<file path="src/hw/lcv_pkg.sv">
// Package: offsets, reset values and widths for the loop counter and vector registers
`default_nettype none
package lcv_pkg;
   localparam int          LCV_DATA_W      = 16;           // Register width
   localparam int          LCV_ADDR_W      = 4;            // Register address width
   localparam logic [3:0]  LCV_IDX_VECTOR  = 4'h2;         // Handler vector address
   localparam logic [3:0]  LCV_IDX_LOOP_A  = 4'h6;         // Loop counter A
   localparam logic [3:0]  LCV_IDX_LOOP_B  = 4'h7;         // Loop counter B
   localparam logic [15:0] LCV_RST_LOOP    = 16'h0000;     // Loop counter reset value
   localparam logic [15:0] LCV_RST_VECTOR  = 16'h07fd;     // Handler vector reset value
   localparam logic [15:0] LCV_DEC_STEP    = 16'h0001;     // Decrement per loop pass
   localparam logic [15:0] LCV_RD_UNMAPPED = 16'h0000;     // Read value of unused offsets
   // Call sequencer states
   typedef enum logic [1:0] {
      LCV_ST_IDLE = 2'b00,
      LCV_ST_CALL = 2'b01,
      LCV_ST_WAIT = 2'b10
   } lcv_state_t;
endpackage
`default_nettype wire

</file>
<file path="src/hw/lcv_loop_counter.sv">
// One loop counter with software load and automatic decrement
`default_nettype none
module lcv_loop_counter
   import lcv_pkg::*;
#(
   parameter int W = LCV_DATA_W                  // Counter width
) (
   input  wire logic         ref_clk,            // Core clock
   input  wire logic         rst_n,              // Asynchronous reset, active low
   input  wire logic         load,               // Software write
   input  wire logic [W-1:0] load_data,          // Value written
   input  wire logic         dec,                // Loop pass completed
   output logic      [W-1:0] count,              // Current count
   output logic              is_zero             // Count equals zero
);
   logic [W-1:0] cnt_reg;                        // Count register
   logic [W-1:0] cnt_next;                       // Next count

   // Next count: write wins over decrement
   always_comb begin
      cnt_next = cnt_reg;
      if (load) begin
         cnt_next = load_data;
      end else if (dec) begin
         cnt_next = cnt_reg - LCV_DEC_STEP[W-1:0];
      end
   end

   // Count register
   always_ff @(posedge ref_clk or negedge rst_n) begin
      if (!rst_n) begin
         cnt_reg <= LCV_RST_LOOP[W-1:0];
      end else begin
         cnt_reg <= cnt_next;
      end
   end

   assign count   = cnt_reg;
   assign is_zero = (cnt_reg == '0);
endmodule
`default_nettype wire

</file>
<file path="src/hw/lcv_regs.sv">
// Loop counters, handler vector register and hardware call request
//
// Our own choice: the address-and-strobe port.
`default_nettype none
module lcv_regs
   import lcv_pkg::*;
#(
   parameter logic [15:0] VECTOR_INIT = LCV_RST_VECTOR   // Handler vector value loaded after reset; reset loads LCV_RST_VECTOR
) (
   input  wire logic                  ref_clk,          // Core clock
   input  wire logic                  rst_n,            // Asynchronous reset, active low
   input  wire logic [LCV_ADDR_W-1:0] reg_addr,         // Register index
   input  wire logic [LCV_DATA_W-1:0] reg_wdata,        // Write data
   input  wire logic                  reg_wr,           // Write strobe
   input  wire logic                  reg_rd,           // Read strobe
   output logic      [LCV_DATA_W-1:0] reg_rdata,        // Read data, cycle after strobe
   input  wire logic                  loop_dec_a,       // Sequencer: loop pass on A
   input  wire logic                  loop_dec_b,       // Sequencer: loop pass on B
   output logic      [LCV_DATA_W-1:0] loop_count_a,     // Counter A for branch logic
   output logic      [LCV_DATA_W-1:0] loop_count_b,     // Counter B for branch logic
   output logic                       loop_zero_a,      // Counter A is zero
   output logic                       loop_zero_b,      // Counter B is zero
   input  wire logic                  irq_pending,      // Enabled interrupt pending
   input  wire logic                  call_ack,         // Sequencer took the call
   output logic                       call_req,         // Hardware call request
   output logic      [LCV_DATA_W-1:0] call_target       // Address to call
);
   logic [LCV_DATA_W-1:0] vec_reg;                 // Handler vector register
   logic [LCV_DATA_W-1:0] rdata_reg;               // Read data register
   logic [LCV_DATA_W-1:0] rdata_next;              // Next read data
   logic [LCV_DATA_W-1:0] target_reg;              // Latched call target
   logic [LCV_DATA_W-1:0] target_next;             // Next call target
   lcv_state_t            state_reg;               // Call state
   lcv_state_t            state_next;              // Next call state
   logic                  wr_a;                    // Write to counter A
   logic                  wr_b;                    // Write to counter B

   // Address match helper
   function automatic logic hit(input logic [LCV_ADDR_W-1:0] a,
                                input logic [LCV_ADDR_W-1:0] idx);
      hit = (a == idx);
   endfunction

   assign wr_a = reg_wr && hit(reg_addr, LCV_IDX_LOOP_A);
   assign wr_b = reg_wr && hit(reg_addr, LCV_IDX_LOOP_B);

   // Loop counter A
   lcv_loop_counter #(.W(LCV_DATA_W)) u_loop_a (
      .ref_clk   (ref_clk),
      .rst_n     (rst_n),
      .load      (wr_a),
      .load_data (reg_wdata),
      .dec       (loop_dec_a),
      .count     (loop_count_a),
      .is_zero   (loop_zero_a)
   );

   // Loop counter B
   lcv_loop_counter #(.W(LCV_DATA_W)) u_loop_b (
      .ref_clk   (ref_clk),
      .rst_n     (rst_n),
      .load      (wr_b),
      .load_data (reg_wdata),
      .dec       (loop_dec_b),
      .count     (loop_count_b),
      .is_zero   (loop_zero_b)
   );

   // Vector register: read only, resets to LCV_RST_VECTOR, then holds VECTOR_INIT
   always_ff @(posedge ref_clk or negedge rst_n) begin
      if (!rst_n) begin
         vec_reg <= LCV_RST_VECTOR;
      end else begin
         vec_reg <= VECTOR_INIT;                   // Software writes ignored
      end
   end

   // Read mux
   always_comb begin
      rdata_next = rdata_reg;
      if (reg_rd) begin
         if (hit(reg_addr, LCV_IDX_VECTOR)) begin
            rdata_next = vec_reg;
         end else if (hit(reg_addr, LCV_IDX_LOOP_A)) begin
            rdata_next = loop_count_a;
         end else if (hit(reg_addr, LCV_IDX_LOOP_B)) begin
            rdata_next = loop_count_b;
         end else begin
            rdata_next = LCV_RD_UNMAPPED;          // Unused offset
         end
      end
   end

   // Read data register
   always_ff @(posedge ref_clk or negedge rst_n) begin
      if (!rst_n) begin
         rdata_reg <= LCV_RD_UNMAPPED;
      end else begin
         rdata_reg <= rdata_next;
      end
   end

   assign reg_rdata = rdata_reg;

   // Call request: latch vector when an interrupt is pending
   always_comb begin
      state_next  = state_reg;
      target_next = target_reg;
      case (state_reg)
         LCV_ST_IDLE: begin
            if (irq_pending) begin
               state_next  = LCV_ST_CALL;
               target_next = vec_reg;
            end
         end
         LCV_ST_CALL: begin
            if (call_ack) begin
               state_next = LCV_ST_WAIT;           // Call taken
            end
         end
         LCV_ST_WAIT: begin
            if (!irq_pending) begin
               state_next = LCV_ST_IDLE;           // Wait for request to drop
            end
         end
         default: begin
            state_next = LCV_ST_IDLE;
         end
      endcase
   end

   // Call state registers
   always_ff @(posedge ref_clk or negedge rst_n) begin
      if (!rst_n) begin
         state_reg  <= LCV_ST_IDLE;
         target_reg <= LCV_RST_VECTOR;
      end else begin
         state_reg  <= state_next;
         target_reg <= target_next;
      end
   end

   assign call_req    = (state_reg == LCV_ST_CALL);
   assign call_target = target_reg;
endmodule
`default_nettype wire

</file>
<file path="config.mk">
export PLATFORM = sky130hd
export DESIGN_NAME = lcv_regs
export DESIGN_NICKNAME = d
export VERILOG_FILES = /design/src/hw/lcv_pkg.sv /design/src/hw/lcv_loop_counter.sv /design/src/hw/lcv_regs.sv
export SDC_FILE = /design/constraint.sdc
export NUM_CORES = 1
export LEC_CHECK = 0
export BUFFER_PORTS_ARGS = -buffer_cell sky130_fd_sc_hd__buf_2
export CORE_MARGIN = 8
export CORE_UTILIZATION = 52
export CTS_CLUSTER_DIAMETER = 60
export DETAILED_ROUTE_END_ITERATION = 10
export PLACE_DENSITY = 0.81
export SYNTH_ARGS = -nofsm -noshare
export SYNTH_HDL_FRONTEND = slang
export SYNTH_HIERARCHICAL = 1
export SYNTH_SLANG_ARGS = --single-unit
</file>
<file path="constraint.sdc">
create_clock -name ref_clk -period 2.7 [get_ports ref_clk]
set_clock_uncertainty 0.15 [all_clocks]
set_input_delay 0.135 -clock ref_clk [delete_from_list [all_inputs] [get_ports ref_clk]]
set_output_delay 0.135 -clock ref_clk [all_outputs]
set_load 0.1 [all_outputs]
</file>
Word level (Yosys, flattened, before mapping)
Index checks and enable logic that the tools add are counted.
{"block": "totals", "register_bits": 50, "latch_bits": 0, "ramBits": 0, "romBits": 0, "inputBits": 28, "n_memories": 0}
{"block": "op_classes", "n_addsub": 2, "n_mul": 0, "div": 0, "magnitude_cmp": 0, "eq_ne": 8, "shifts": 0, "mux": 11, "n_bitwise": 0, "n_reduce_logical": 8}
{"operator": "16-bit 2-to-1 mux", "n": 7}
{"operator": "16-bit zero test", "n": 2}
{"operator": "16-bit by 1-bit subtractor with 16-bit output, second input constant", "n": 2}
{"operator": "4-bit by 3-bit == test with 1-bit output, second input constant", "n": 2}
{"operator": "2-bit 2-to-1 mux", "n": 3}
{"operator": "2-bit inequality test, second input constant", "n": 3}
{"operator": "2-bit case mux with 3 select lines", "n": 1}
{"operator": "4-bit by 2-bit == test with 1-bit output, second input constant", "n": 1}
{"operator": "2-bit nonzero test", "n": 2}
{"operator": "3-bit AND reduction", "n": 1}
{"operator": "2-bit by 1-bit == test with 1-bit output, second input constant", "n": 1}
{"operator": "2-bit == test, second input constant", "n": 1}
{"operator": "1-bit logical AND", "n": 2}
{"operator": "2-bit zero test", "n": 1}

Longest topological paths before layout
Gate-level depths: netlist of the first run.
{"block": "logic_depth", "depth_word": 4, "depth_mapped": 8, "ltp_nobuf": 6}

Cells and area by module
Netlist of the first run, hierarchy kept.
{"mod": "lcv_loop_counter", "instances": 2, "cells_each": 111, "area_per_inst_um2": 1028.5, "seq_area_each_um2": 400.4}
{"mod": "lcv_regs", "instances": 1, "cells_each": 102, "area_per_inst_um2": 1076.0, "seq_area_each_um2": 450.4}

Worst setup path before layout of the first run
Ideal clock, no wire load.
{"block": "synth_timing", "path_type": "register -> output", "from": "register u_loop_b.cnt_reg[3], in the netlist u_loop_b/count[3]", "to": "output loop_zero_b", "arrival_ns": 3.359, "required_ns": 2.415, "path_slack_ns": -0.944, "path_stages_with_launch": 7, "cell_sequence": "dfrtp_1 buf_2 or4_4 buf_6 buf_8 or4b_4 nor3_2"}
{"block": "synth_between", "elab_chain_len": 1}
{"element": "from (decl)", "line_no": "lcv_loop_counter.sv:16", "text": "logic [W-1:0] cnt_reg;"}
{"element": "from (signal assigned)", "line_no": "lcv_loop_counter.sv:32", "text": "cnt_reg <= LCV_RST_LOOP[W-1:0];"}
{"element": "from (signal assigned)", "line_no": "lcv_loop_counter.sv:34", "text": "cnt_reg <= cnt_next;"}
{"element": "16-bit zero test", "line_no": "lcv_loop_counter.sv:39", "text": "assign is_zero = (cnt_reg == '0);"}
{"element": "to (decl)", "line_no": "lcv_regs.sv:22", "text": "output logic loop_zero_b,"}
No other way between the ends.

Worst setup path after layout of the first run
{"block": "layout_timing", "from": "register u_loop_a.cnt_reg[3], in the netlist u_loop_a/count[3]", "to": "output loop_zero_a"}
{"block": "layout_between", "elab_chain_len": 1}
{"element": "from (decl)", "line_no": "lcv_loop_counter.sv:16"}
{"element": "from (signal assigned)", "line_no": "lcv_loop_counter.sv:32"}
{"element": "from (signal assigned)", "line_no": "lcv_loop_counter.sv:34"}
{"element": "16-bit zero test", "line_no": "lcv_loop_counter.sv:39"}
{"element": "to (decl)", "line_no": "lcv_regs.sv:21", "text": "output logic loop_zero_a,"}
No other way between the ends.

==> qor.csv, run 1 <==
stage,metric,value,unit
finish,Final Cell Area,3826,um2
critical_path,worst r2r src,u_loop_a/count[3],
outcome,status,completed,
power,sequential share of power,0.288,
critical_path,critical path class,flop to primary output,
floorplanning,total core area,5886,um2
global_route,pin count of the biggest net entering global routing,37,
power,P_sw,3.159,mW
critical_path,CP Data Arrival Time,2.35,ns
power,Comb pwr share,0.616,
finish,# fillers,491,
power,internal power,1.837,mW
timing,final hold vios,0,
logic_synthesis,fraction of registers with async set or reset after synthesis,1.000,
clocking,CTS tree,built,
drt,via/cell ratio,5.961,
logic_synthesis,"top cells by area, synth","dfrtp_1 40%, mux2i_1 5.4%, nor2_1 4.9%",
logic_synthesis,top-area cell type share of the netlist area,0.3994,
critical_path,Setup crit end kind,primary output,
timing,setup TNS,0,ns
logic_synthesis,Synth Cell Area,3133,um2
critical_path,CP Max Fanout,10,
finish,n_diodes,0,
power,Sw Ratio,0.6323,
floorplanning,full die area,8765,um2
critical_path,RR Endpoint,u_loop_a/count[11],
drt,DRC,0,
logic_synthesis,Yosys warning total,6,
floorplanning,Die Height,93.62,um
critical_path,R2R setup slack,0.47,ns
finish,Seq. cell area,1271,um2
timing,Max Freq,0.3790,GHz
job,maxcap violations,0,
logic_synthesis,Unique masters post-synth,43,
place,number of port buffers,78,
timing,Setup Viol. Count Final,0,
logic_synthesis,Synth area leader,dfrtp_1,
global_route,vias in the first global route,2877,
global_route,GR Util All Layers,0.2119,
logic_synthesis,"FF+latch count, synth",50,
power,clock power share,0.095,
timing,period utilization,0.9772,
worst_hold_path,Hold Path Class,input pin to flop,
global_route,total grt overflow,0,
critical_path,Crit path required time,2.41,ns
clocking,clk buf depth,2,
critical_path,crit path launch type,flop,
global_route,antenna violations before repair,0,
floorplanning,Cell Rows,28,
floorplanning,Die Wd,93.62,um
timing,Worst-Margin Slew,0.8068,ns
clocking,CTS buffer count,5,
place,Post-Place Cell Area,3520,um2
logic_synthesis,sequential fraction of the synthesis area,0.3994,
place,GP Congestion,0.9361,
clocking,worst skew pair latency,0.31,ns
drt,via count,2903,
logic_synthesis,Post-Synthesis Mean Instance Area,9.670,um2
finish,fin nets,441,
floorplanning,Initial Utilization,0.5323,
floorplanning,io pins,95,
timing,Hold WS,0.02913,ns
critical_path,Crit. Startpoint,u_loop_a/count[3],
timing,RSZ-0062 raised after global routing,no,
timing,Rel. slew slack,0.4546,
power,LEAKAGE,1.748,nW
logic_synthesis,"EDFF count, synth",0,
drt,WL final,9177,um
critical_path,CP endpoint,loop_zero_a,
power,Max VDD drop,936.4,uV
drt,DR pass1 iterations,5,
finish,multi-input logic area,1648,um2
drt,Detail Route Antenna Nets,0,
timing,fin crit period,2.638,ns
global_route,first-pass GRT wire length,14900,um
place,hpwl dp,6731,um
clocking,Clock Pin Slew Worst Setup and Hold Paths,0.10,ns
finish,share of cells above drive strength 1,0.2985,
finish,area grow syn2layout,22.12,%
power,pwr dens,1306,nW/um2
timing,Max Slew Vio Count,0,
clocking,H-tree Lvls,2,
critical_path,Reg2Reg Depth,4,
clocking,CTS root buffer,clkbuf_8,
logic_synthesis,Synth Flop Type,dfrtp_1,
drt,initial DRC count,250,
clocking,clk sink count,50,
drt,wire per inst,18.84,um
logic_synthesis,synthesized instance count,324,
## what timing repair did
item	in CTS	in global routing
endpoints found under the setup margin	1	0
hold endpoints to repair	69	0
setup buffers	1	0
gates resized for setup	0	0
hold buffers	20	0
## metal layers
layer / track usage / up-vias / routed length, um
met4: 0.06473 / 0 / 150
li1: - / 1349 / -
met2: 0.3549 / 149 / 4543
met3: 0.04407 / 16 / 747
met1: 0.2672 / 1389 / 3736
met5: 0 / - / 0
## power groups by stage
stage / Clock, mW / Sequential (mW) / Combinational (mW)
after floorplan: 0 / 2.98 / 0.985
after global placement: 0 / 1.41 / 2.99
after detailed placement: 0 / 1.44 / 3.03
after CTS: 0.484 / 1.42 / 3.07
after global routing: 0.508 / 1.49 / 3.20
final: 0.475 / 1.44 / 3.08
## cell type report
cell class	instances	share of cell area
multi-input cells	238	0.4307
flip-flops and latches	50	0.3322
repair buffers	105	0.1759
well taps	75	0.02453
clock buffers	6	0.02158
inverters	11	0.01079
clock inverters	2	0.004251
## layout by cell type, fill, tap and decap left out, types with 7 or more instances in the layout
| cell type | netlist | layout |
|---|---|---|
| buf_2 | 8 | 76 |
| mux2i_1 | 17 | 17 |
| nand2_1 | 18 | 18 |
| inv_1 | 11 | 11 |
| o22a_1 | 10 | 10 |
| nor2_1 | 41 | 41 |
| o21ai_0 | 13 | 13 |
| buf_4 | 16 | 7 |
| a31oi_1 | 12 | 12 |
| dfrtp_1 | 50 | 42 |
| nor4_1 | 10 | 10 |
| a221o_1 | 8 | 8 |
| or4_1 | 10 | 10 |
| nor2b_1 | 9 | 9 |
| mux2_2 | 8 | 8 |
| dlygate4sd3_1 | 0 | 20 |
| o41a_1 | 8 | 8 |
| conb_1 | 2 | 16 |
## logic make-up after synthesis
group / after synthesis / share of synthesized area
adders and majority gates: 2 / 0.007986
other: 2 / 0.002397
AOI/OAI and AO/OA: 68 / 0.1781
buffers and inverters: 50 / 0.09704
DFF: 50 / 0.3994
and+or+nand+nor: 123 / 0.2208
xor gates and xnor gates: 4 / 0.01118
muxes: 25 / 0.08307
## cells in the mapped netlist (3+ instances only)
cell / number
dfrtp_1: 50
nor2_1: 41
nand2_1: 18
mux2i_1: 17
buf_4: 16
o21ai_0: 13
a31oi_1: 12
inv_1: 11
nor4_1: 10
o22a_1: 10
or4_1: 10
clkbuf_1: 9
nor2b_1: 9
a221o_1: 8
buf_2: 8
mux2_2: 8
o41a_1: 8
o311ai_0: 6
nand3_1: 4
o31ai_1: 4
o41ai_1: 4
or2_2: 4
or3_1: 4
xnor2_1: 4
buf_6: 3
nand3b_1: 3
## critical path, stage by stage, from the launching register on
cell and delay, ns:
dfrtp_4 0.54, or4_4 0.58, or4b_4 0.51, nor3_4 0.21, buf_12 0.20
## worst min path at each step
| stage | end | cells past startpoint | from | slack (ns) |
|---|---|---|---|---|
| finish | u_loop_a/count[0] | 3 | loop_dec_a | 0.03 |
| global route | u_loop_a/count[0] | 3 | loop_dec_a | 0.09 |
| CTS | u_loop_a/count[0] | 3 | loop_dec_a | 0.03 |
| detailed placement | u_loop_b/count[13] | 1 | rst_n | 0.13 |
| global placement | u_loop_b/count[13] | 1 | rst_n | 0.11 |
| floorplan | reg_rdata[0] | 0 | rst_n | -0.31 |
## per-stage QoR
step / power, mW / instances / setup slack (ns) / util
floorplan: 3.964 / 338 / -0.3318 / -
global route: 5.201 / 487 / 0.002306 / 0.6501
global placement: 4.404 / 458 / 0.3566 / 0.5980
finish: 4.996 / 487 / 0.06162 / 0.6501
CTS: 4.975 / 487 / 0.06051 / 0.6501
detailed placement: 4.465 / 458 / 0.3452 / 0.5980
Power figures use the tool's default switching activity.
==> run 2, diff against run 1 <==
--- a/config.mk
+++ b/config.mk
@@ -5,10 +5,11 @@
 export SDC_FILE = /design/constraint.sdc
 export NUM_CORES = 1
 export LEC_CHECK = 0
+export ABC_AREA = 1
+export ABC_CLOCK_PERIOD_IN_PS = 2700
 export BUFFER_PORTS_ARGS = -buffer_cell sky130_fd_sc_hd__buf_2
 export CORE_MARGIN = 8
-export CORE_UTILIZATION = 52
-export CTS_CLUSTER_DIAMETER = 60
+export CORE_UTILIZATION = 53
 export DETAILED_ROUTE_END_ITERATION = 10
 export PLACE_DENSITY = 0.81
 export SYNTH_ARGS = -nofsm -noshare
==> qor.csv, run 2 <==
stage,metric,value,unit
outcome,status,completed,
drt,via count,3565,
power,clock power share,0.102,
power,Max VDD drop,846.1,uV
global_route,pin count of the biggest net entering global routing,51,
critical_path,Setup crit end kind,primary output,
logic_synthesis,"FF+latch count, synth",50,
clocking,worst skew pair latency,0.30,ns
critical_path,crit path launch type,flop,
finish,area grow syn2layout,19.35,%
logic_synthesis,Yosys warning total,6,
critical_path,CP Max Fanout,10,
global_route,GR Util All Layers,0.2337,
drt,initial DRC count,281,
logic_synthesis,Synth Flop Type,dfrtp_1,
finish,share of cells above drive strength 1,0.2035,
timing,Rel. slew slack,0.5731,
critical_path,CP Data Arrival Time,2.12,ns
logic_synthesis,synthesized instance count,483,
drt,DR pass1 iterations,5,
power,internal power,1.836,mW
finish,n_diodes,0,
timing,period utilization,0.8893,
logic_synthesis,Unique masters post-synth,32,
floorplanning,total core area,6241,um2
clocking,Post-CTS Setup Bufs,0,
finish,highest-count cells in the layout ignoring fill and taps,"139 x nand2_1, 78 x buf_2, 71 x nand3_1, 67 x nor2_1, 50 x dfrtp_1",
drt,via/cell ratio,5.468,
power,pwr dens,1290,nW/um2
clocking,post-cts gate resize count,0,
floorplanning,full die area,9179,um2
timing,final hold vios,0,
power,sequential share of power,0.267,
place,GP Congestion,0.9257,
floorplanning,Die Height,95.81,um
logic_synthesis,Synth area leader,dfrtp_1,
power,Sw Ratio,0.6466,
clocking,CTS buffer count,5,
finish,"most common cell after layout, fill and taps aside",nand2_1,
logic_synthesis,top-area cell type share of the netlist area,0.3706,
timing,Max Slew Vio Count,0,
clocking,Clock Pin Slew Worst Setup and Hold Paths,0.09,ns
place,Post-Place Cell Area,3739,um2
clocking,CTS tree,built,
floorplanning,Cell Rows,29,
floorplanning,Initial Utilization,0.5409,
clocking,Post-CTS Hold Buffers,18,
power,P_sw,3.360,mW
place,number of port buffers,78,
power,LEAKAGE,2.177,nW
finish,fin nets,604,
power,Comb pwr share,0.631,
logic_synthesis,sequential fraction of the synthesis area,0.3706,
clocking,clk buf depth,2,
logic_synthesis,Synth Cell Area,3376,um2
logic_synthesis,"EDFF count, synth",0,
floorplanning,io pins,95,
logic_synthesis,"top cells by area, synth","dfrtp_1 37%, nand2_1 15%, nand3_1 11%",
global_route,total grt overflow,0,
logic_synthesis,Post-Synthesis Mean Instance Area,6.989,um2
timing,Max Freq,0.4165,GHz
logic_synthesis,fraction of registers with async set or reset after synthesis,1.000,
drt,WL final,10450,um
timing,Worst-Margin Slew,0.6404,ns
clocking,clk sink count,50,
logic_synthesis,commonest cells in the netlist,"139 x nand2_1, 71 x nand3_1, 69 x nor2_1",
floorplanning,Die Wd,95.81,um
timing,RSZ-0062 raised after global routing,no,
timing,setup TNS,0,ns
drt,Detail Route Antenna Nets,0,
critical_path,CP Cell Sequence,inv_1 -> ha_1 -> nand3_2 -> nor2_8 -> nand4_1 -> nor2_4 -> buf_2,
drt,wire per inst,16.03,um
clocking,H-tree Lvls,2,
critical_path,"slowest stage cell, crit path",buf_2,
critical_path,critical path class,flop to primary output,
global_route,first-pass GRT wire length,16990,um
timing,Setup Viol. Count Final,0,
global_route,vias in the first global route,3522,
place,hpwl dp,7793,um
clocking,CTS root buffer,clkbuf_8,
timing,fin crit period,2.401,ns
logic_synthesis,"count leader, synth",nand2_1,
finish,Final Cell Area,4029,um2
job,maxcap violations,0,
worst_hold_path,Hold Path Class,input pin to flop,
critical_path,"slowest stage delay, CP",0.43,ns
drt,DRC,0,
global_route,antenna violations before repair,0,
critical_path,Crit path required time,2.41,ns
power,Tot Pwr,5.196,mW
-- run 2: power groups by stage --
stage | sequential [mW] | clock [mW] | combinational, mW
global placement | 1.38 | 0 | 3.20
global route | 1.43 | 0.574 | 3.46
floorplan | 2.89 | 0 | 1.14
finish | 1.39 | 0.532 | 3.28
detailed placement | 1.39 | 0 | 3.23
CTS | 1.38 | 0.544 | 3.27
-- run 2: worst max-delay path: cells and delay by family, from the launching register on --
family        cells  cell delay [ns]
simple gates      4             0.58
buf+inv           2             0.57
flops             1             0.41
fa+ha+maj         1             0.25
-- run 2: final timing paths --
check	cells past startpoint	slack, ns	from	to
min in group asynchronous	3	0.32	rst_n	reg_rdata[4]
max in group asynchronous	3	1.65	rst_n	u_loop_b/count[1]
setup reg to reg	9	1.04	u_loop_b/count[1]	u_loop_b/count[14]
setup / recovery	7	0.30	u_loop_b/count[1]	loop_zero_b
hold / removal	5	0.03	reg_wdata[12]	u_loop_b/count[12]
hold reg to reg	2	0.34	reg_rdata[15]	reg_rdata[15]
-- run 2: area by class of cell --
class	count	area [um2]
fill	565	2212
multi-input combinational	372	1802
sequential	50	1251
timing repair buffer	100	600.6
inverter	45	168.9
tap	77	96.34
clock buffer	6	72.57
clock inverter	2	37.54
-- run 2: metrics by stage --
step                instances  utilization  worst slack, ns  hold slack (ns)
floorplan                 497            -           0.2531          -0.3106
global placement          626       0.5990           0.6987           0.1311
detailed placement        626       0.5990           0.6458           0.1394
CTS                       652       0.6455           0.3004          0.01331
global route              652       0.6455           0.1917          0.05080
finish                    652       0.6455           0.2988          0.02713
-- run 2: cells by family (layout without fill, tap and decap cells) --
group,after synthesis,after routing,share of synthesized area
buffers and inverters,75,153,0.1175
other,2,16,0.002225
AO/OA/AOI/OAI,35,35,0.07079
flip-flops,50,50,0.3706
XOR/XNOR,4,4,0.01038
AND/OR/NAND/NOR,315,315,0.4211
adder cells (fa/ha/maj),2,2,0.007412
-- run 2: routing by layer --
layer | global-route usage | part of all wire | wire length (um)
met1 | 0.3127 | 0.44 | 4597
met2 | 0.3789 | 0.46 | 4786
met3 | 0.03900 | 0.085 | 884
met4 | 0.06914 | 0.017 | 182
met5 | 0 | 0 | 0
==> run 3, diff against run 2 <==
--- a/config.mk
+++ b/config.mk
@@ -8,7 +8,7 @@
 export ABC_AREA = 1
 export ABC_CLOCK_PERIOD_IN_PS = 2700
 export BUFFER_PORTS_ARGS = -buffer_cell sky130_fd_sc_hd__buf_2
-export CORE_MARGIN = 8
+export CORE_MARGIN = 5
 export CORE_UTILIZATION = 53
 export DETAILED_ROUTE_END_ITERATION = 10
 export PLACE_DENSITY = 0.81
==> qor.csv, run 3 (synthesis gave the netlist of run 2 again) <==
stage,metric,value,unit
place,GP Congestion,1.001,
power,clock power share,0.101,
place,dpl cells,627,
timing,period utilization,0.8901,
clocking,post-cts gate resize count,0,
worst_hold_path,Hold Path Class,input pin to flop,
clocking,Clock Pin Slew Worst Setup and Hold Paths,0.09,ns
clocking,worst skew pair latency,0.30,ns
clocking,CTS buffer count,5,
finish,highest-count cells in the layout ignoring fill and taps,"139 x nand2_1, 78 x buf_2, 71 x nand3_1, 67 x nor2_1, 50 x dfrtp_1",
critical_path,Setup crit end kind,primary output,
timing,setup TNS,0,ns
finish,n_diodes,0,
critical_path,CP Cell Sequence,inv_1 -> ha_1 -> nand3_2 -> nor2_8 -> nand4_1 -> nor2_4 -> buf_2,
critical_path,Crit path required time,2.41,ns
timing,RSZ-0062 raised after global routing,no,
power,Sw Ratio,0.6457,
outcome,status,completed,
floorplanning,Die Height,89.81,um
power,LEAKAGE,2.183,nW
timing,fin crit period,2.403,ns
power,internal power,1.837,mW
timing,Hold WS,0.02461,ns
floorplanning,Cell Rows,29,
clocking,Post-CTS Hold Buffers,18,
global_route,antenna violations before repair,0,
global_route,total grt overflow,0,
place,number of port buffers,78,
power,P_sw,3.348,mW
finish,Seq. cell area,1251,um2
power,Max VDD drop,1019,uV
finish,multi-input logic area,1802,um2
drt,DRC,0,
floorplanning,Die Wd,89.81,um
critical_path,"slowest stage cell, crit path",buf_2,
finish,fin nets,605,
clocking,clk sink count,50,
floorplanning,io pins,95,
power,Tot Pwr,5.185,mW
timing,Setup Viol. Count Final,0,
global_route,vias in the first global route,3510,
drt,via count,3681,
floorplanning,total core area,6277,um2
finish,area grow syn2layout,19.46,%
timing,final hold vios,0,
global_route,pin count of the biggest net entering global routing,33,
power,Comb pwr share,0.630,
timing,Max Freq,0.4161,GHz
drt,wire per inst,15.24,um
drt,via/cell ratio,5.637,
global_route,GR Util All Layers,0.2397,
drt,Detail Route Antenna Nets,0,
clocking,clk buf depth,2,
finish,fin cells,653,
critical_path,"slowest stage delay, CP",0.43,ns
critical_path,CP Data Arrival Time,2.12,ns
clocking,H-tree Lvls,2,
timing,Worst-Margin Slew,0.5382,ns
clocking,CTS root buffer,clkbuf_8,
global_route,first-pass GRT wire length,16250,um
job,maxcap violations,0,
power,pwr dens,1286,nW/um2
drt,initial DRC count,351,
drt,DR pass1 iterations,6,
power,sequential share of power,0.268,
drt,WL final,9951,um
timing,Rel. slew slack,0.6412,
place,Post-Place Cell Area,3746,um2
finish,# fillers,589,
timing,Max Slew Vio Count,0,
clocking,CTS tree,built,
finish,"most common cell after layout, fill and taps aside",nand2_1,
finish,share of cells above drive strength 1,0.2031,
critical_path,critical path class,flop to primary output,
floorplanning,Initial Utilization,0.5378,
critical_path,CP Max Fanout,10,
clocking,Post-CTS Setup Bufs,0,
critical_path,crit path launch type,flop,
floorplanning,full die area,8065,um2
place,hpwl dp,7339,um
finish,Final Cell Area,4033,um2
run 3: cell type report:
cell class                      count  share of cell area
Inverter                           45             0.04189
Multi-Input combinational cell    372              0.4468
Tap cell                           77             0.02389
Sequential cell                    50              0.3103
Timing Repair Buffer              101              0.1508
Clock inverter                      1            0.007446
Clock buffer                        7             0.01893
run 3: final timing paths:
path,startpoint,end,slack (ns),cells after the start
max,u_loop_b/count[0],loop_zero_b,0.30,7
min,reg_wdata[12],u_loop_b/count[12],0.02,5
max reg2reg,u_loop_b/count[0],u_loop_b/count[14],1.04,9
min reg2reg,reg_rdata[1],reg_rdata[1],0.33,2
max in group asynchronous,rst_n,u_loop_b/count[12],1.45,3
min in group asynchronous,rst_n,reg_rdata[4],0.18,2
run 3: stage by stage:
step	setup slack (ns)	util
floorplan	0.2531	-
global placement	0.7036	0.5968
detailed placement	0.6615	0.5968
CTS	0.3080	0.6424
global route	0.1830	0.6424
finish	0.2969	0.6424
run 3: routing by layer:
layer | track usage | vias up | routed length, um
met3 | 0.05342 | 20 | 972
met4 | 0.07557 | 0 | 182
met2 | 0.3835 | 228 | 4743
li1 | - | 1728 | -
met5 | 0 | - | 0
met1 | 0.3228 | 1705 | 4053
run 3: worst max-delay path: cells and delay by family, from the launching register on:
family | cells | cell delay, ns
simple gates | 4 | 0.61
flops | 1 | 0.42
fa+ha+maj | 1 | 0.24
buf+inv | 2 | 0.55
run 3: power groups by stage:
stage	sequential, mW	combinational [mW]	clock, mW
5_1_grt	1.44	3.44	0.556
3_3_place_gp	1.38	3.18	0
6_report	1.39	3.27	0.525
4_1_cts	1.38	3.26	0.529
2_1_floorplan	2.89	1.14	0
3_5_place_dp	1.40	3.21	0
